## src/core/instruction_cycle_timing_defines.svh

```systemverilog
// timing constants and table entries for the instruction cycle model
// Function
// [RULE_01] each total already holds its read, prefetch and write clocks
// [RULE_02] figures assume two-clock bus cycles; wait states lengthen totals
// [RULE_03] register to space or cache control: 12 clocks, head 4, no data
// [RULE_04] register to stack, vector or cache address: 6 clocks, head 6
// [RULE_05] register list load: 8+4n, plus (w-2)n above two waits, tail 0
// [RULE_06] register list store: 4+2n+(n-1)w, waits above two add more
// [RULE_07] status load: 8 clocks cached, 10 with two prefetches, plus EA
// [RULE_08] alternate space load: 7 clocks, one read, plus address time
// [RULE_09] register ALU 2 clocks; memory ALU 3 cached, 4 uncached
// [RULE_10] double indirect move destination: 20 cached, 23 uncached
// [RULE_11] special alternate_space_move count the whole operation; flagged EA time added
// [RULE_12] multiply and divide report maximum time, flagged as such
// [RULE_13] head, tail and total exposed per executed instruction
`ifndef INSTRUCTION_CYCLE_TIMING_DEFINES_SVH
`define INSTRUCTION_CYCLE_TIMING_DEFINES_SVH

`define TIME_W      10
`define CNT_W       5
`define WAIT_W      4
`define LIST_W      5
`define EA_W        8
`define WAIT_FREE   2
`define LOAD_BASE   8
`define LOAD_STEP   4
`define STORE_BASE  4
`define STORE_STEP  2

// head, tail, total cached, total uncached, reads,
// prefetch cached, prefetch uncached, writes, ea added, maximum
`define ENT(h,t,c,u,r,pc,pu,w,e,m) {8'(h), 8'(t), 8'(c), 8'(u), \
  4'(r), 4'(pc), 4'(pu), 4'(w), 1'(e), 1'(m)}

`define E_EXCHANGE  `ENT(4,0,4,4,0,0,1,0,0,0)
`define E_CTL_REG   `ENT(6,0,6,6,0,0,1,0,0,0)
`define E_CTL_A     `ENT(6,0,6,6,0,0,1,0,0,0)
`define E_CTL_B     `ENT(4,0,12,12,0,0,1,0,0,0)
`define E_COND_REG  `ENT(2,0,4,4,0,0,1,0,0,0)
`define E_COND_MEM  `ENT(2,0,4,5,0,0,1,1,0,0)
`define E_REG_COND  `ENT(4,0,4,4,0,0,1,0,0,0)
`define E_EA_COND   `ENT(0,0,4,4,0,0,1,0,0,0)
`define E_STAT_REG  `ENT(2,0,4,4,0,0,1,0,0,0)
`define E_STAT_MEM  `ENT(2,0,4,5,0,0,1,1,0,0)
`define E_EA_STAT   `ENT(0,0,8,10,0,0,2,0,1,0)
`define E_LIST_LD   `ENT(2,0,8,8,0,0,1,0,1,0)
`define E_LIST_ST   `ENT(2,0,4,4,0,0,1,0,1,0)
`define E_PER_W_OUT `ENT(4,0,10,10,0,0,1,2,0,0)
`define E_PER_W_IN  `ENT(2,0,10,10,2,0,1,0,0,0)
`define E_PER_L_OUT `ENT(4,0,14,14,0,0,1,4,0,0)
`define E_PER_L_IN  `ENT(2,0,14,14,4,0,1,0,0,0)
`define E_ALT_LD    `ENT(3,0,7,7,1,0,1,0,1,0)
`define E_ALT_ST    `ENT(2,1,5,6,0,0,1,1,1,0)
`define E_USER_SP   `ENT(4,0,4,4,0,0,1,0,0,0)
`define E_SWAP      `ENT(4,0,4,4,0,0,1,0,0,0)
`define E_ALU_REG   `ENT(2,0,2,2,0,0,1,0,0,0)
`define E_ALU_EA    `ENT(0,0,2,2,0,0,1,0,1,0)
`define E_ALU_MEM   `ENT(0,1,3,4,0,0,1,1,1,0)
`define E_MOVE_D16  `ENT(2,0,8,9,0,0,2,1,1,0)
`define E_MOVE_DBL  `ENT(4,0,20,23,1,0,3,1,1,0)
`define E_MUL_W     `ENT(2,0,28,28,0,0,1,0,1,1)
`define E_MUL_L     `ENT(2,0,44,44,0,0,1,0,1,1)
`define E_DIVS_W    `ENT(2,0,56,56,0,0,1,0,1,1)
`define E_DIVS_L    `ENT(2,0,90,90,0,0,1,0,1,1)
`define E_DIVU_W    `ENT(2,0,44,44,0,0,1,0,1,1)
`define E_DIVU_L    `ENT(2,0,78,78,0,0,1,0,1,1)

`endif

```

## src/core/cycle_timing_pkg.sv

```systemverilog
// types shared by the instruction cycle model
package cycle_timing_pkg;

  typedef enum logic [4:0] {
    OP_EXCHANGE, OP_CTL_TO_REG, OP_REG_TO_CTL_A, OP_REG_TO_CTL_B,
    OP_COND_TO_REG, OP_COND_TO_MEM, OP_REG_TO_COND, OP_EA_TO_COND,
    OP_STAT_TO_REG, OP_STAT_TO_MEM, OP_EA_TO_STAT, OP_LIST_LOAD,
    OP_LIST_STORE, OP_PER_W_OUT, OP_PER_W_IN, OP_PER_L_OUT,
    OP_PER_L_IN, OP_ALT_LOAD, OP_ALT_STORE, OP_USER_STACK_MOVE,
    OP_SWAP, OP_ALU_REG, OP_ALU_EA_REG, OP_ALU_MEM,
    OP_MOVE_D16, OP_MOVE_DBL_IND, OP_MUL_W, OP_MUL_L,
    OP_DIVS_W, OP_DIVS_L, OP_DIVU_W, OP_DIVU_L
  } op_t;

  typedef struct packed {
    logic [7:0] head;
    logic [7:0] tail;
    logic [7:0] tot_c;
    logic [7:0] tot_u;
    logic [3:0] rd;
    logic [3:0] pf_c;
    logic [3:0] pf_u;
    logic [3:0] wr;
    logic       ea_add;
    logic       max_time;
  } entry_t;

  typedef enum logic [1:0] {
    PH_IDLE, PH_HEAD, PH_BODY, PH_TAIL
  } phase_t;

endpackage

```

## src/core/execution_counter.sv

```systemverilog
// clock counter that spans one instruction's execution
`timescale 1ns/100ps
`include "instruction_cycle_timing_defines.svh"
module execution_counter #(
  parameter int W = `TIME_W
) (
  input  wire logic         clock,
  input  wire logic         rstn,
  input  wire logic         load,
  input  wire logic [W-1:0] length,
  output logic              busy,
  output logic              last,
  output logic [W-1:0]      elapsed
);

  logic [W-1:0] remaining;
  logic [W-1:0] next_remaining;
  logic [W-1:0] next_elapsed;

  always_comb begin
    next_remaining = remaining;
    next_elapsed   = elapsed;
    if (load) begin
      next_remaining = length;
      next_elapsed   = '0;
    end else if (remaining != '0) begin
      next_remaining = remaining - W'(1);
      next_elapsed   = elapsed + W'(1);
    end
  end

  always_ff @(posedge clock or negedge rstn) begin
    if (!rstn) begin
      remaining <= '0;
      elapsed   <= '0;
    end else begin
      remaining <= next_remaining;
      elapsed   <= next_elapsed;
    end
  end

  assign busy = (remaining != '0);
  assign last = (remaining == W'(1));
endmodule

```

## src/core/reg_list_timing.sv

```systemverilog
// clock formulas for the register list move with wait states
`timescale 1ns/100ps
`include "instruction_cycle_timing_defines.svh"
module reg_list_timing #(
  parameter int W = `TIME_W
) (
  input  wire logic [`LIST_W-1:0] count,
  input  wire logic [`WAIT_W-1:0] waits,
  input  wire logic               store,
  output logic [W-1:0]            total,
  output logic [W-1:0]            tail
);

  logic [W-1:0] n;
  logic [W-1:0] w;
  logic [W-1:0] over;

  // zero registers is not a legal list; treated as one
  assign n = (count == '0) ? W'(1) : W'(count);
  assign w = W'(waits);
  assign over = (w > W'(`WAIT_FREE)) ? w - W'(`WAIT_FREE) : '0;

  always_comb begin
    total = '0;
    tail  = '0;
    if (!store) begin
      total = W'(`LOAD_BASE) + W'(`LOAD_STEP) * n + over * n; // see [RULE_05]
      tail  = '0; // see [RULE_05]
    end else begin
      total = W'(`STORE_BASE) + W'(`STORE_STEP) * n
            + (n - W'(1)) * w + over; // see [RULE_06]
      if (w > W'(`WAIT_FREE))
        tail = n * w + n * over; // see [RULE_06]
      else
        tail = (n - W'(1)) * w; // see [RULE_06]
    end
  end

endmodule

```

## src/core/instruction_cycle_timing.sv

```systemverilog
// execution stage cycle count model with head and tail phases
`timescale 1ns/100ps
`include "instruction_cycle_timing_defines.svh"
module instruction_cycle_timing
  import cycle_timing_pkg::*;
#(
  parameter int TW = `TIME_W,
  parameter int CW = `CNT_W
) (
  input  wire logic               clock,
  input  wire logic               rstn,
  input  wire logic               start,
  input  wire op_t                op,
  input  wire logic               cache_hit,
  input  wire logic [`WAIT_W-1:0] wait_states,
  input  wire logic [`LIST_W-1:0] list_count,
  input  wire logic [`EA_W-1:0]   ea_clocks,
  output logic                    ready,
  output logic                    busy,
  output logic                    done,
  output phase_t                  phase,
  output logic [TW-1:0]           elapsed,
  output logic [TW-1:0]           head_clocks,
  output logic [TW-1:0]           tail_clocks,
  output logic [TW-1:0]           total_clocks,
  output logic [CW-1:0]           read_cycles,
  output logic [CW-1:0]           prefetch_cycles,
  output logic [CW-1:0]           write_cycles,
  output logic                    max_time
);

  function automatic entry_t table_of(input op_t code);
    entry_t e;
    e = '0;
    unique case (code)
      OP_EXCHANGE:        e = `E_EXCHANGE;
      OP_CTL_TO_REG:      e = `E_CTL_REG;
      OP_REG_TO_CTL_A:    e = `E_CTL_A; // see [RULE_04]
      OP_REG_TO_CTL_B:    e = `E_CTL_B; // see [RULE_03]
      OP_COND_TO_REG:     e = `E_COND_REG;
      OP_COND_TO_MEM:     e = `E_COND_MEM;
      OP_REG_TO_COND:     e = `E_REG_COND;
      OP_EA_TO_COND:      e = `E_EA_COND;
      OP_STAT_TO_REG:     e = `E_STAT_REG;
      OP_STAT_TO_MEM:     e = `E_STAT_MEM;
      OP_EA_TO_STAT:      e = `E_EA_STAT; // see [RULE_07]
      OP_LIST_LOAD:       e = `E_LIST_LD;
      OP_LIST_STORE:      e = `E_LIST_ST;
      OP_PER_W_OUT:       e = `E_PER_W_OUT;
      OP_PER_W_IN:        e = `E_PER_W_IN;
      OP_PER_L_OUT:       e = `E_PER_L_OUT;
      OP_PER_L_IN:        e = `E_PER_L_IN;
      OP_ALT_LOAD:        e = `E_ALT_LD; // see [RULE_08]
      OP_ALT_STORE:       e = `E_ALT_ST;
      OP_USER_STACK_MOVE: e = `E_USER_SP;
      OP_SWAP:            e = `E_SWAP;
      OP_ALU_REG:         e = `E_ALU_REG; // see [RULE_09]
      OP_ALU_EA_REG:      e = `E_ALU_EA;
      OP_ALU_MEM:         e = `E_ALU_MEM; // see [RULE_09]
      OP_MOVE_D16:        e = `E_MOVE_D16;
      OP_MOVE_DBL_IND:    e = `E_MOVE_DBL; // see [RULE_10]
      OP_MUL_W:           e = `E_MUL_W; // see [RULE_12]
      OP_MUL_L:           e = `E_MUL_L;
      OP_DIVS_W:          e = `E_DIVS_W;
      OP_DIVS_L:          e = `E_DIVS_L;
      OP_DIVU_W:          e = `E_DIVU_W;
      OP_DIVU_L:          e = `E_DIVU_L;
    endcase
    return e;
  endfunction

  entry_t       ent;
  logic         accept;
  logic         is_list;
  logic         last;
  logic [CW-1:0] pf;
  logic [CW-1:0] bus_cycles;
  logic [TW-1:0] base;
  logic [TW-1:0] stretch;
  logic [TW-1:0] ea_extra;
  logic [TW-1:0] list_total;
  logic [TW-1:0] list_tail;
  logic [TW-1:0] new_total;
  logic [TW-1:0] new_tail;
  logic [CW-1:0] new_reads;
  logic [CW-1:0] new_writes;
  logic [CW-1:0] list_n;

  assign list_n = (list_count == '0) ? CW'(1) : CW'(list_count);

  logic [TW-1:0] next_head;
  logic [TW-1:0] next_tail;
  logic [TW-1:0] next_total;
  logic [CW-1:0] next_reads;
  logic [CW-1:0] next_prefetch;
  logic [CW-1:0] next_writes;
  logic          next_max;

  reg_list_timing #(
    .W (TW)
  ) list_formula (
    .count (list_count),
    .waits (wait_states),
    .store (op == OP_LIST_STORE),
    .total (list_total),
    .tail  (list_tail)
  );

  execution_counter #(
    .W (TW)
  ) run_counter (
    .clock   (clock),
    .rstn    (rstn),
    .load    (accept),
    .length  (new_total),
    .busy    (busy),
    .last    (last),
    .elapsed (elapsed)
  );

  // a request while busy is dropped, so the source must watch ready
  assign ready  = !busy;
  assign accept = start && !busy;
  assign done   = last;
  assign is_list = (op == OP_LIST_LOAD) || (op == OP_LIST_STORE);

  always_comb begin
    ent = table_of(op);
    pf  = cache_hit ? CW'(ent.pf_c) : CW'(ent.pf_u);
    base = cache_hit ? TW'(ent.tot_c) : TW'(ent.tot_u);
    // bus clocks are inside the total already
    bus_cycles = CW'(ent.rd) + pf + CW'(ent.wr); // see [RULE_01]
    // every bus cycle beyond two clocks lengthens the run
    stretch = TW'(bus_cycles) * TW'(wait_states); // see [RULE_02]
    // flagged address times stack on the table figure
    ea_extra = ent.ea_add ? TW'(ea_clocks) : '0; // see [RULE_11]
    if (is_list) begin
      // the formula already folds in the list's waits
      new_total  = list_total + ea_extra; // see [RULE_05] [RULE_06]
      new_tail   = list_tail;
      // an empty list counts as one register, as in the formula
      new_reads  = (op == OP_LIST_LOAD) ? list_n : '0;
      new_writes = (op == OP_LIST_STORE) ? list_n : '0;
    end else begin
      new_total  = base + stretch + ea_extra;
      new_tail   = TW'(ent.tail);
      new_reads  = CW'(ent.rd);
      new_writes = CW'(ent.wr);
    end
  end

  always_comb begin
    next_head     = head_clocks;
    next_tail     = tail_clocks;
    next_total    = total_clocks;
    next_reads    = read_cycles;
    next_prefetch = prefetch_cycles;
    next_writes   = write_cycles;
    next_max      = max_time;
    if (accept) begin
      next_head     = TW'(ent.head); // see [RULE_13]
      next_tail     = new_tail; // see [RULE_13]
      next_total    = new_total; // see [RULE_13]
      next_reads    = new_reads; // see [RULE_01]
      next_prefetch = pf; // see [RULE_01]
      next_writes   = new_writes; // see [RULE_01]
      // data dependent ops may finish early; the figure is an upper bound
      next_max      = ent.max_time; // see [RULE_12]
    end
  end

  always_ff @(posedge clock or negedge rstn) begin
    if (!rstn) begin
      head_clocks     <= '0;
      tail_clocks     <= '0;
      total_clocks    <= '0;
      read_cycles     <= '0;
      prefetch_cycles <= '0;
      write_cycles    <= '0;
      max_time        <= 1'b0;
    end else begin
      head_clocks     <= next_head;
      tail_clocks     <= next_tail;
      total_clocks    <= next_total;
      read_cycles     <= next_reads;
      prefetch_cycles <= next_prefetch;
      write_cycles    <= next_writes;
      max_time        <= next_max;
    end
  end

  // head and tail may overlap the neighbours; head wins if they collide
  always_comb begin
    if (!busy)
      phase = PH_IDLE;
    else if (elapsed < head_clocks)
      phase = PH_HEAD; // see [RULE_13]
    else if (elapsed >= total_clocks - tail_clocks)
      phase = PH_TAIL; // see [RULE_13]
    else
      phase = PH_BODY;
  end
endmodule

```

## config.mk

```make
export PLATFORM = sky130hd
export DESIGN_NAME = instruction_cycle_timing
export DESIGN_NICKNAME = d
export VERILOG_FILES = /design/src/core/cycle_timing_pkg.sv /design/src/core/execution_counter.sv /design/src/core/reg_list_timing.sv /design/src/core/instruction_cycle_timing.sv
export VERILOG_INCLUDE_DIRS = /design/src /design/src/core
export SDC_FILE = /design/constraint.sdc
export NUM_CORES = 1
export LEC_CHECK = 0
export CAP_MARGIN = 20
export CORE_MARGIN = 2
export CORE_UTILIZATION = 60
export DETAILED_ROUTE_END_ITERATION = 16
export DONT_BUFFER_PORTS = 1
export PLACE_DENSITY_LB_ADDON = 0.3
export SETUP_SLACK_MARGIN = 0.05
export SYNTH_ARGS = -nofsm -noshare
export SYNTH_HDL_FRONTEND = slang
export SYNTH_SLANG_ARGS = --single-unit
```

## constraint.sdc

```tcl
create_clock -name clock -period 3.9 [get_ports clock]
set_input_delay 0.39 -clock clock [delete_from_list [all_inputs] [get_ports clock]]
set_output_delay 0.39 -clock clock [all_outputs]
set_load 0.1 [all_outputs]
```

* Word level (Yosys, flattened, before mapping) *
Memories as Yosys holds them, arrays and structs flattened.
Cells that the tools add are included.

word-level totals
  output and inout bits = 61
  bits in read-only memories = 896
  register bits after elaboration = 64
  memories kept = 1

cells by class
  $add $sub $neg = 16
  order comparisons = 3
  multiply operators = 4
  mux-type cells = 22
  equality and inequality tests = 3
  reduce and logical (&&, ||, !) cells = 6

memories
  name              depth  bits a word  rd ports  clocked after memory_dff  write ports  RTL line                        RTL
  (name not given)  32     28           1         0                         0            instruction_cycle_timing.sv:35  unique case (code)

operator list
  kind                     count
  $mux W10                 10
  $add A10 B10 Y10         4
  $mux W5                  6
  $add A10 B8 Y10          2
  $mul A10 B4 Y10          2
  $sub A10 B1 Y10 const B  2
  $mux W8                  2
  $add A10 B1 Y10 const B  1
  $add A3 B10 Y10 const A  1
  $add A4 B10 Y10 const A  1
  $add A8 B9 Y10           1
  $eq A10 B1 Y1 const B    1
  $eq A5 B4 Y1 const B     2
  $ge A10 B10 Y1           1
  $lt A10 B8 Y1            1
  $mul A10 B10 Y10         1
  $reduce_bool A10 Y1      1
  $sub A10 B10 Y10         1
  $mul A5 B4 Y9            1
  $add A4 B4 Y5            1
  $add A5 B4 Y5            1
  $logic_not A5 Y1         1
  $sub A4 B2 Y5 const B    1
  $gt A4 B2 Y1 const B     1
  7 further kinds          8

* Depth between registers and ports, before layout *
Gate-level depths: netlist of the first run.

  depth in word-level cells = 10
  mapped depth = 31
  mapped depth without buffers = 29

* Modules after synthesis *
A second synthesis of the first run with hierarchy kept.

unflattened totals
  cell total of the unflattened synthesis = 1135
  area total of the unflattened synthesis = 9384.0 µm²

by module, submodules not included
  module                    instances  cells an instance  area an instance (µm²)
  instruction_cycle_timing  1          535                4411.7
  reg_list_timing           1          479                3833.7
  execution_counter         1          121                1138.6

* Least setup slack after synthesis of the first run *
Ideal clock, no wire load.

  path kind = input port to flip-flop
  from = input wait_states[1]
  to = register run_counter.remaining[9]
  arrival = 6.952 ns
  setup time = 0.150 ns
  path slack = -3.203 ns
  cell stages on the path = 30
  cell sequence = clkbuf_1 -> clkinv_1 -> ha_1 -> ha_1 -> clkbuf_1 -> a41oi_1 -> nor2b_1 -> inv_1 -> nor2_1 -> fa_1 -> fa_1 -> inv_1 -> fa_1 -> inv_1 -> ha_1 -> or2_2 -> o21ai_0 -> a21boi_0 -> ha_1 -> ha_1 -> a21o_1 -> xor2_1 -> nor2_1 -> a21oi_1 -> ha_1 -> o21a_1 -> o31a_1 -> o21bai_1 -> xor2_1 -> a31oi_1

between the ends
  word-level cells in the longest chain between the ends = 8
  elaborated cells between the ends (all ways) = 15
  those cells by class = 7 x add/sub; 3 x mul; 1 x order compare; 4 x mux

ends and longest elaborated chain
  element                                                                  RTL line                         RTL
  start: declaration                                                       instruction_cycle_timing.sv:15   input wire logic [`WAIT_W-1:0] wait_states,
  parallel branches: the longest is 6 deep, another holds $mul A10 B4 Y10  --
  $mux W10 (*)                                                             instruction_cycle_timing.sv:137  if (is_list) begin
  $mux W10 (*)                                                             execution_counter.sv:23          if (load) begin
  end signal: assignment                                                   execution_counter.sv:37          remaining <= next_remaining;
  end: declaration                                                         execution_counter.sv:16          logic [W-1:0] remaining;

Every way passes the cells marked *.
A chain may end at the register's enable or synchronous reset.

* Worst setup path after layout of the first run *
  from = input list_count[4]
  to = register total_clocks[9]

between the ends
  word-level cells in the longest chain between the ends = 9
  elaborated cells between the ends (all ways) = 13
  those cells by class = 7 x add/sub; 2 x mul; 3 x mux; 1 x reduce/logical

ends and longest elaborated chain
  element                        RTL line                         RTL
  start: declaration             instruction_cycle_timing.sv:16   input wire logic [`LIST_W-1:0] list_count,
  $logic_not A5 Y1               reg_list_timing.sv:19            assign n = (count == '0) ? W'(1) : W'(count);
  $mux W5 (*)                    reg_list_timing.sv:19
  $sub A10 B1 Y10                reg_list_timing.sv:31            + (n - W'(1)) * w + over;
  $mul A10 B4 Y10                reg_list_timing.sv:31
  $add A10 B10 Y10 (2 in a row)  reg_list_timing.sv:30            total = W'(`STORE_BASE) + W'(`STORE_STEP) * n
  $mux W10 (*)                   reg_list_timing.sv:26            if (!store) begin
  $add A10 B8 Y10 (*)            instruction_cycle_timing.sv:139  new_total = list_total + ea_extra;
  $mux W10 (*)                   instruction_cycle_timing.sv:137
  end signal: assignment         instruction_cycle_timing.sv:184  total_clocks <= next_total;
  end: declaration               instruction_cycle_timing.sv:25   output logic [TW-1:0] total_clocks,

Mark *: on every way between the ends. The rest lies on a longest branch, timed or not.

==> impl_metrics.env, run 1 <==
export IMPL_synth_top_cell_area_share_pct=17.71
export IMPL_report_power_total_mw=5.685
export IMPL_grt_setup_unrepaired="yes"
export IMPL_cts_root_buf="clkbuf_16"
export IMPL_min_path_type="in -> reg"
export IMPL_antenna_viol_nets_final=0
export IMPL_data_arrival_time_at_the_worst_slack_endpoint_ns=5.93
export IMPL_drtIter0Drc=940
export IMPL_cts_buffer_depth=2
export IMPL_postSynth_asyncResetShare_pct=100.0
export IMPL_finalCoreUtilization_pct=83.20
export IMPL_yosys_register_bits=56
export IMPL_worst_skew_pair_late_latency_ns=0.30
export IMPL_synthTopCellsByArea="ha_1 18%, fa_1 17%, dfrtp_1 16%"
export IMPL_nNetsFinal=1514
export IMPL_timing_max_cap_violations=0
export IMPL_worst_r2r_cell_count=9
export IMPL_placeableCoreArea_mm2=0.01453
export IMPL_cts_max_level=2
export IMPL_placed_cell_areas_mm2=0.01115
export IMPL_first_pass_iters=6
export IMPL_cts_inserted_buffers=5
export IMPL_synthesis_area_per_instance_um2=8.221
export IMPL_violations="setup timing"
export IMPL_tightestPinTransition_ns=0.9910
export IMPL_critical_path_required_ns=4.05
export IMPL_cp_max_delay_cell="fa_2"
export IMPL_yosysWarnings=0
export IMPL_wl_per_cell_um=20.35
export IMPL_min_delay_start="op[2]"
export IMPL_finalMaxSlewViolations=0
export IMPL_critPathMaxStageDelay_ns=0.58
export IMPL_synth_enable_flop_cells=0
export IMPL_setup_viol=23
export IMPL_area_delta_synth_final_pct=35.81
export IMPL_most_used_dff_post_synth="dfrtp_1"
export IMPL_top_achievable_clock_speed_ghz=0.1727
export IMPL_synth_area_leader_cell="ha_1"
export IMPL_final_area_mm2=0.01209
export IMPL_critPathLaunchType="input pin"
export IMPL_vdd_ir_max_mv=0.2746
export IMPL_synth_seq_area_share_pct=15.74
export IMPL_die_width_um=125.8
export IMPL_yosysMostFrequentCell="inv_1"
export IMPL_grt_ovfl_total=0
export IMPL_maximum_number_of_pins_on_one_net_before_global_route_repair=57
export IMPL_dieArea_mm2=0.01583
export IMPL_netlist_top_cells_count="147 x inv_1, 126 x ha_1, 125 x nand2_1"
export IMPL_drive_above_1_share_pct=32.04
export IMPL_dpl_cell_count=1443
export IMPL_clk_pin_slew_worst_paths_ns=0.08
export IMPL_initial_standard_cell_utilization_of_the_core_pct=61.26
export IMPL_hold_crit_endpoint="read_cycles[2]$_DFFE_PN0P_"
export IMPL_criticalPathCategory="in -> reg"
export IMPL_boundaryPins=87
export IMPL_rows=44
export IMPL_die_y_um=125.8
export IMPL_instances_no_fill=1473
export IMPL_worstHoldPathCells=1
export IMPL_slew_limit_headroom_pct=34.05
export IMPL_fraction_of_the_cycle_the_final_worst_path_needs_pct=148.4
export IMPL_synthesis_area_mm2=0.008904
export IMPL_setup_worst_path_end_class="flip-flop"
export IMPL_portbufs=0
export IMPL_tritoncts="yes"
export IMPL_final_setup_skew_ns=0.01097
export IMPL_powerDensity_mw_per_mm2=470.2
export IMPL_vias=9067
export IMPL_outcome="complete, but fails checks"
export IMPL_timing_final_crit_period_ns=5.789
export IMPL_post_dp_hpwl_um=21480
export IMPL_antennaDiodeCount=0
export IMPL_routed_via_density=6.155
export IMPL_critical_path_peak_fanout=10
export IMPL_worstReg2RegEnd="read_cycles[4]$_DFFE_PN0P_"
export IMPL_ff2ff_setup_slack_ns=0.99
export IMPL_track_usage_pct=35.99
export IMPL_cts_sink_cnt=56
export IMPL_grt_first_pass_wirelength_um=45840
export IMPL_final_hold_violation_count=0
export IMPL_place_congestion=0.9076
export IMPL_drc=0
export IMPL_synthesis_instances=1083
export IMPL_first_global_vias=9148
export IMPL_postLayoutSetupSlackWorst_ns=-1.889
export IMPL_crit_reg2reg_launch="run_counter.remaining[4]$_DFFE_PN0P_"
export IMPL_antenna_found_initial=1
export IMPL_power_leakage_nw=6.051
export IMPL_drt_total_wl_um=29970
export IMPL_synth_lib_cells_used_distinct=62
[stage by stage]
| step | setup TNS [ns] | setup slack, ns | hold WS, ns |
|---|---|---|---|
| floorplan | -33.07 | -2.065 | 0.09441 |
| global placement | -36.09 | -2.068 | 0.09556 |
| detailed placement | -40.25 | -2.354 | 0.09552 |
| CTS | -29.75 | -1.867 | 0.1971 |
| global route | -34.05 | -2.161 | 0.2017 |
| finish | -29.87 | -1.889 | 0.2055 |
[worst max-delay path by stage]
stage | from | slack (ns) | end | cells after the start
after floorplan | wait_states[2] | -2.06 | run_counter.remaining[9]$_DFFE_PN0P_ | 30
after global placement | list_count[2] | -2.07 | run_counter.remaining[9]$_DFFE_PN0P_ | 26
after detailed placement | list_count[2] | -2.35 | total_clocks[9]$_DFFE_PN0P_ | 26
after CTS | list_count[2] | -1.87 | total_clocks[9]$_DFFE_PN0P_ | 27
after global routing | list_count[4] | -2.16 | total_clocks[9]$_DFFE_PN0P_ | 27
final | list_count[4] | -1.89 | total_clocks[9]$_DFFE_PN0P_ | 27
[critical path, delay by kind of cell]
family,cells,cell delay [ns]
AOI/OAI and AO/OA,9,1.44
xor gates and xnor gates,3,0.54
adders and majority gates,8,2.97
buffers and inverters,4,0.19
and+or+nand+nor,3,0.37
[area by class of cell]
cell class              count  area (um2)
clock buffers               5       125.1
clock inverters             3       21.27
fillers                   770        2442
inverters                 152       653.1
multi-input cells         842        7805
flip-flops and latches     56        1404
well taps                 184       230.2
repair buffers            231        1853
[where the power goes]
group | switching, mW | internal, mW
clock | 0.221 | 0.240
sequential | 0 | 0.580
combinational | 2.26 | 2.38
total | 2.48 | 3.20
[sequential cells by signal, summed over array words and instances (netlist names)]
register               count
max_time                   1
tail_clocks               10
read_cycles                5
write_cycles               5
run_counter.remaining     10
run_counter.elapsed       10
prefetch_cycles            2
total_clocks              10
head_clocks                3
[repair_timing]
item	in CTS	in global routing
resized for setup	68	75
setup buffers	7	17
hold buffers	2	0
setup endpoints to repair	24	24
pin swaps	39	54
hold endpoints to repair	56	0
[metal layers]
metal / up-vias / track usage, % / wire length [um]
li1: 4005 / - / -
met1: 4337 / 44.02 / 10840
met2: 563 / 62.64 / 14810
met3: 160 / 6.839 / 2732
met4: 2 / 14.87 / 1583
met5: - / 0 / 12
[placed cells by master, fill, tap and decap left out, drive strengths merged, types with 21 or more instances in the layout]
cell type	count
nand2b	21
a21oi	48
nand3	21
nor2	72
xnor2	39
fa	74
and2	24
o21ai	74
ha	126
inv	148
dfrtp	56
buf	230
nand2	125
[logic make-up after synthesis]
logic type / count (synthesis) / share of synthesized area (%)
XOR/XNOR: 55 / 5.720
AO/OA/AOI/OAI: 227 / 16.01
multiplexers: 18 / 2.066
flip-flops: 56 / 15.74
adder cells (fa/ha/maj): 200 / 34.35
AND/OR/NAND/NOR: 322 / 17.02
buffers and inverters: 203 / 9.022
other: 2 / 0.08435
(Power assumes the default switching activity.)
==> run 2, diff against run 1 <==
Settings changed: CAP_MARGIN 20 to 40, SYNTH_HIERARCHICAL set to 1.
==> impl_metrics.env, run 2 <==
export IMPL_outcome="complete, but fails checks"
export IMPL_violations="setup timing"
export IMPL_final_setup_skew_ns=0.009024
export IMPL_initial_standard_cell_utilization_of_the_core_pct=61.50
export IMPL_maximum_number_of_pins_on_one_net_before_global_route_repair=57
export IMPL_wl_per_cell_um=25.35
export IMPL_timing_max_cap_violations=0
export IMPL_place_congestion=0.9252
export IMPL_mostFrequentLayoutCells="193 x buf_4, 140 x inv_1, 95 x nand2_1"
export IMPL_cts_max_level=2
export IMPL_cts_root_buf="clkbuf_16"
export IMPL_power_leakage_nw=6.339
export IMPL_slew_limit_headroom_pct=49.50
export IMPL_setup_viol=23
export IMPL_first_global_vias=9986
export IMPL_drc=0
export IMPL_top_achievable_clock_speed_ghz=0.1482
export IMPL_portbufs=0
export IMPL_postSynth_asyncResetShare_pct=100.0
export IMPL_post_dp_hpwl_um=22140
export IMPL_most_common_cell_after_layout_fill_and_taps_aside="buf_4"
export IMPL_postLayoutSetupSlackWorst_ns=-2.847
export IMPL_placeableCoreArea_mm2=0.01526
export IMPL_first_pass_iters=7
export IMPL_fraction_of_the_cycle_the_final_worst_path_needs_pct=173.0
export IMPL_worst_skew_pair_late_latency_ns=0.31
export IMPL_tightestPinTransition_ns=0.7496
export IMPL_globalRoute_busiestLayer="met2"
export IMPL_synthesis_area_per_instance_um2=8.268
export IMPL_antenna_viol_nets_final=0
export IMPL_final_hold_violation_count=0
export IMPL_synthTopCellsByArea="ha_1 17%, fa_1 16%, dfrtp_1 15%"
export IMPL_most_used_dff_post_synth="dfrtp_1"
export IMPL_nNetsFinal=1576
export IMPL_timing_final_crit_period_ns=6.747
export IMPL_yosys_register_bits=56
export IMPL_data_arrival_time_at_the_worst_slack_endpoint_ns=6.93
export IMPL_drtIter0Drc=1501
export IMPL_die_width_um=129.1
export IMPL_synth_top_cell_area_share_pct=17.33
export IMPL_antenna_found_initial=3
export IMPL_area_delta_synth_final_pct=40.49
export IMPL_synthesis_area_mm2=0.009384
export IMPL_nFillCells=676
export IMPL_report_power_total_mw=6.993
export IMPL_multiInputGateArea_mm2=0.008364
export IMPL_powerDensity_mw_per_mm2=530.4
export IMPL_synthesis_instances=1135
export IMPL_grt_first_pass_wirelength_um=51780
export IMPL_gr_usage_met2_pct=64.27
export IMPL_clk_pin_slew_worst_paths_ns=0.08
export IMPL_die_y_um=129.1
export IMPL_yosysMostFrequentCell="inv_1"
export IMPL_critPathMaxStageDelay_ns=0.58
export IMPL_synth_lib_cells_used_distinct=78
export IMPL_vdd_ir_max_mv=0.3743
export IMPL_antennaDiodeCount=0
export IMPL_synth_enable_flop_cells=0
export IMPL_cts_inserted_buffers=5
export IMPL_synth_area_leader_cell="ha_1"
export IMPL_tritoncts="yes"
export IMPL_cts_sink_cnt=56
export IMPL_criticalPathCategory="in -> reg"
export IMPL_synth_seq_area_share_pct=14.93
export IMPL_routed_via_density=6.705
export IMPL_yosysWarnings=6
export IMPL_rows=45
export IMPL_cp_max_delay_cell="fa_1"
export IMPL_grt_setup_unrepaired="yes"
export IMPL_critPathLaunchType="input pin"
export IMPL_grtUsageMet3_pct=8.051
export IMPL_critical_path_required_ns=4.08
export IMPL_cts_buffer_depth=2
export IMPL_vias=10446
export IMPL_dieArea_mm2=0.01666
export IMPL_critical_path_peak_fanout=9
export IMPL_sequential_cell_area_mm2=0.001404
export IMPL_grt_ovfl_total=0
export IMPL_grt_met1_usage_pct=49.99
export IMPL_drive_above_1_share_pct=34.67
export IMPL_netlist_top_cells_count="170 x inv_1, 130 x ha_1, 104 x nand2_1"
export IMPL_boundaryPins=87
export IMPL_min_path_type="in -> reg"
export IMPL_setup_worst_path_end_class="flip-flop"
export IMPL_finalCoreUtilization_pct=86.40
export IMPL_path_common_cell="inv_2"
export IMPL_track_usage_pct=39.80
export IMPL_drt_total_wl_um=39500
export IMPL_finalMaxSlewViolations=0
==> run 2: changes by cell type after synthesis, moves of 9 or more <==
cell,previous run,this run
clkbuf_1,37,20
nand2_1,125,104
mux2_2,3,13
nor2_1,72,87
a21oi_1,48,61
inv_1,147,170
o22ai_1,11,2
o21ai_0,74,59
==> run 2: stage by stage <==
step                      hold WS, ns  std cells  setup WS (ns)  instance area (um2)  setup TNS (ns)
after CTS                      0.1763       1546         -2.273                12670          -37.25
after floorplan               0.09441       1155         -2.594                10140          -38.73
after global placement        0.09597       1501         -2.446                11500          -42.57
after detailed placement      0.09589       1518         -2.638                11930          -46.03
after global routing           0.1880       1558         -2.836                13180          -45.98
final                          0.1828       1558         -2.847                13180          -45.02
==> run 2: per-layer routing <==
metal | routed length [um] | up-vias
met5 | 26 | -
li1 | - | 4151
met1 | 13410 | 4852
met2 | 17180 | 1008
met3 | 4921 | 431
met4 | 3964 | 4
==> run 2: logic make-up after synthesis <==
kind of cell | count (synthesis) | synth area share, %
AO/OA/AOI/OAI | 222 | 15.23
XOR/XNOR | 66 | 6.240
adder cells (fa/ha/maj) | 204 | 33.12
buffers and inverters | 225 | 10.25
flip-flops | 56 | 14.93
multiplexers | 24 | 2.853
other | 4 | 0.1600
AND/OR/NAND/NOR | 334 | 17.21
==> run 2: worst max-delay path, delay by kind of cell <==
kind / cells / cell delay (ns)
xor+xnor: 3 / 0.44
buf+inv: 6 / 0.45
mux: 1 / 0.38
compound gates: 5 / 0.83
simple gates: 7 / 1.13
fa+ha+maj: 8 / 3.29
==> run 2: area by class of cell <==
cell class	count	area share (%)
flip-flops and latches	56	10.65
well taps	211	2.002
repair buffers	236	17.25
clock buffers	5	0.9490
clock inverters	3	0.5220
multi-input cells	874	63.44
inverters	173	5.182
==> run 2: what timing repair did <==
action	in CTS	in global routing
setup buffers	19	10
hold buffers	2	0
endpoints found under the setup margin	24	27
endpoints found under the hold margin	56	0
pin swaps	70	53
gates resized for setup	83	69
==> run 2: final timing paths <==
kind	start	to	slack, ns	cells past startpoint
hold reg to reg	tail_clocks[7]$_DFFE_PN0P_	tail_clocks[7]$_DFFE_PN0P_	0.57	2
setup reg to reg	run_counter/remaining[1]$_DFFE_PN0P_	write_cycles[3]$_DFFE_PN0P_	0.48	11
max in group asynchronous	rstn	tail_clocks[0]$_DFFE_PN0P_	3.03	2
min in group asynchronous	rstn	total_clocks[7]$_DFFE_PN0P_	0.62	2
setup / recovery	list_count[4]	run_counter/remaining[7]$_DFFE_PN0P_	-2.85	30
hold / removal	op[2]	read_cycles[2]$_DFFE_PN0P_	0.18	1
==> run 2: report_power, final <==
group | internal [mW] | total (mW) | switching (mW)
clock | 0.371 | 0.604 | 0.233
sequential | 0.580 | 0.580 | 0
combinational | 2.76 | 5.81 | 3.05
total | 3.71 | 6.99 | 3.29
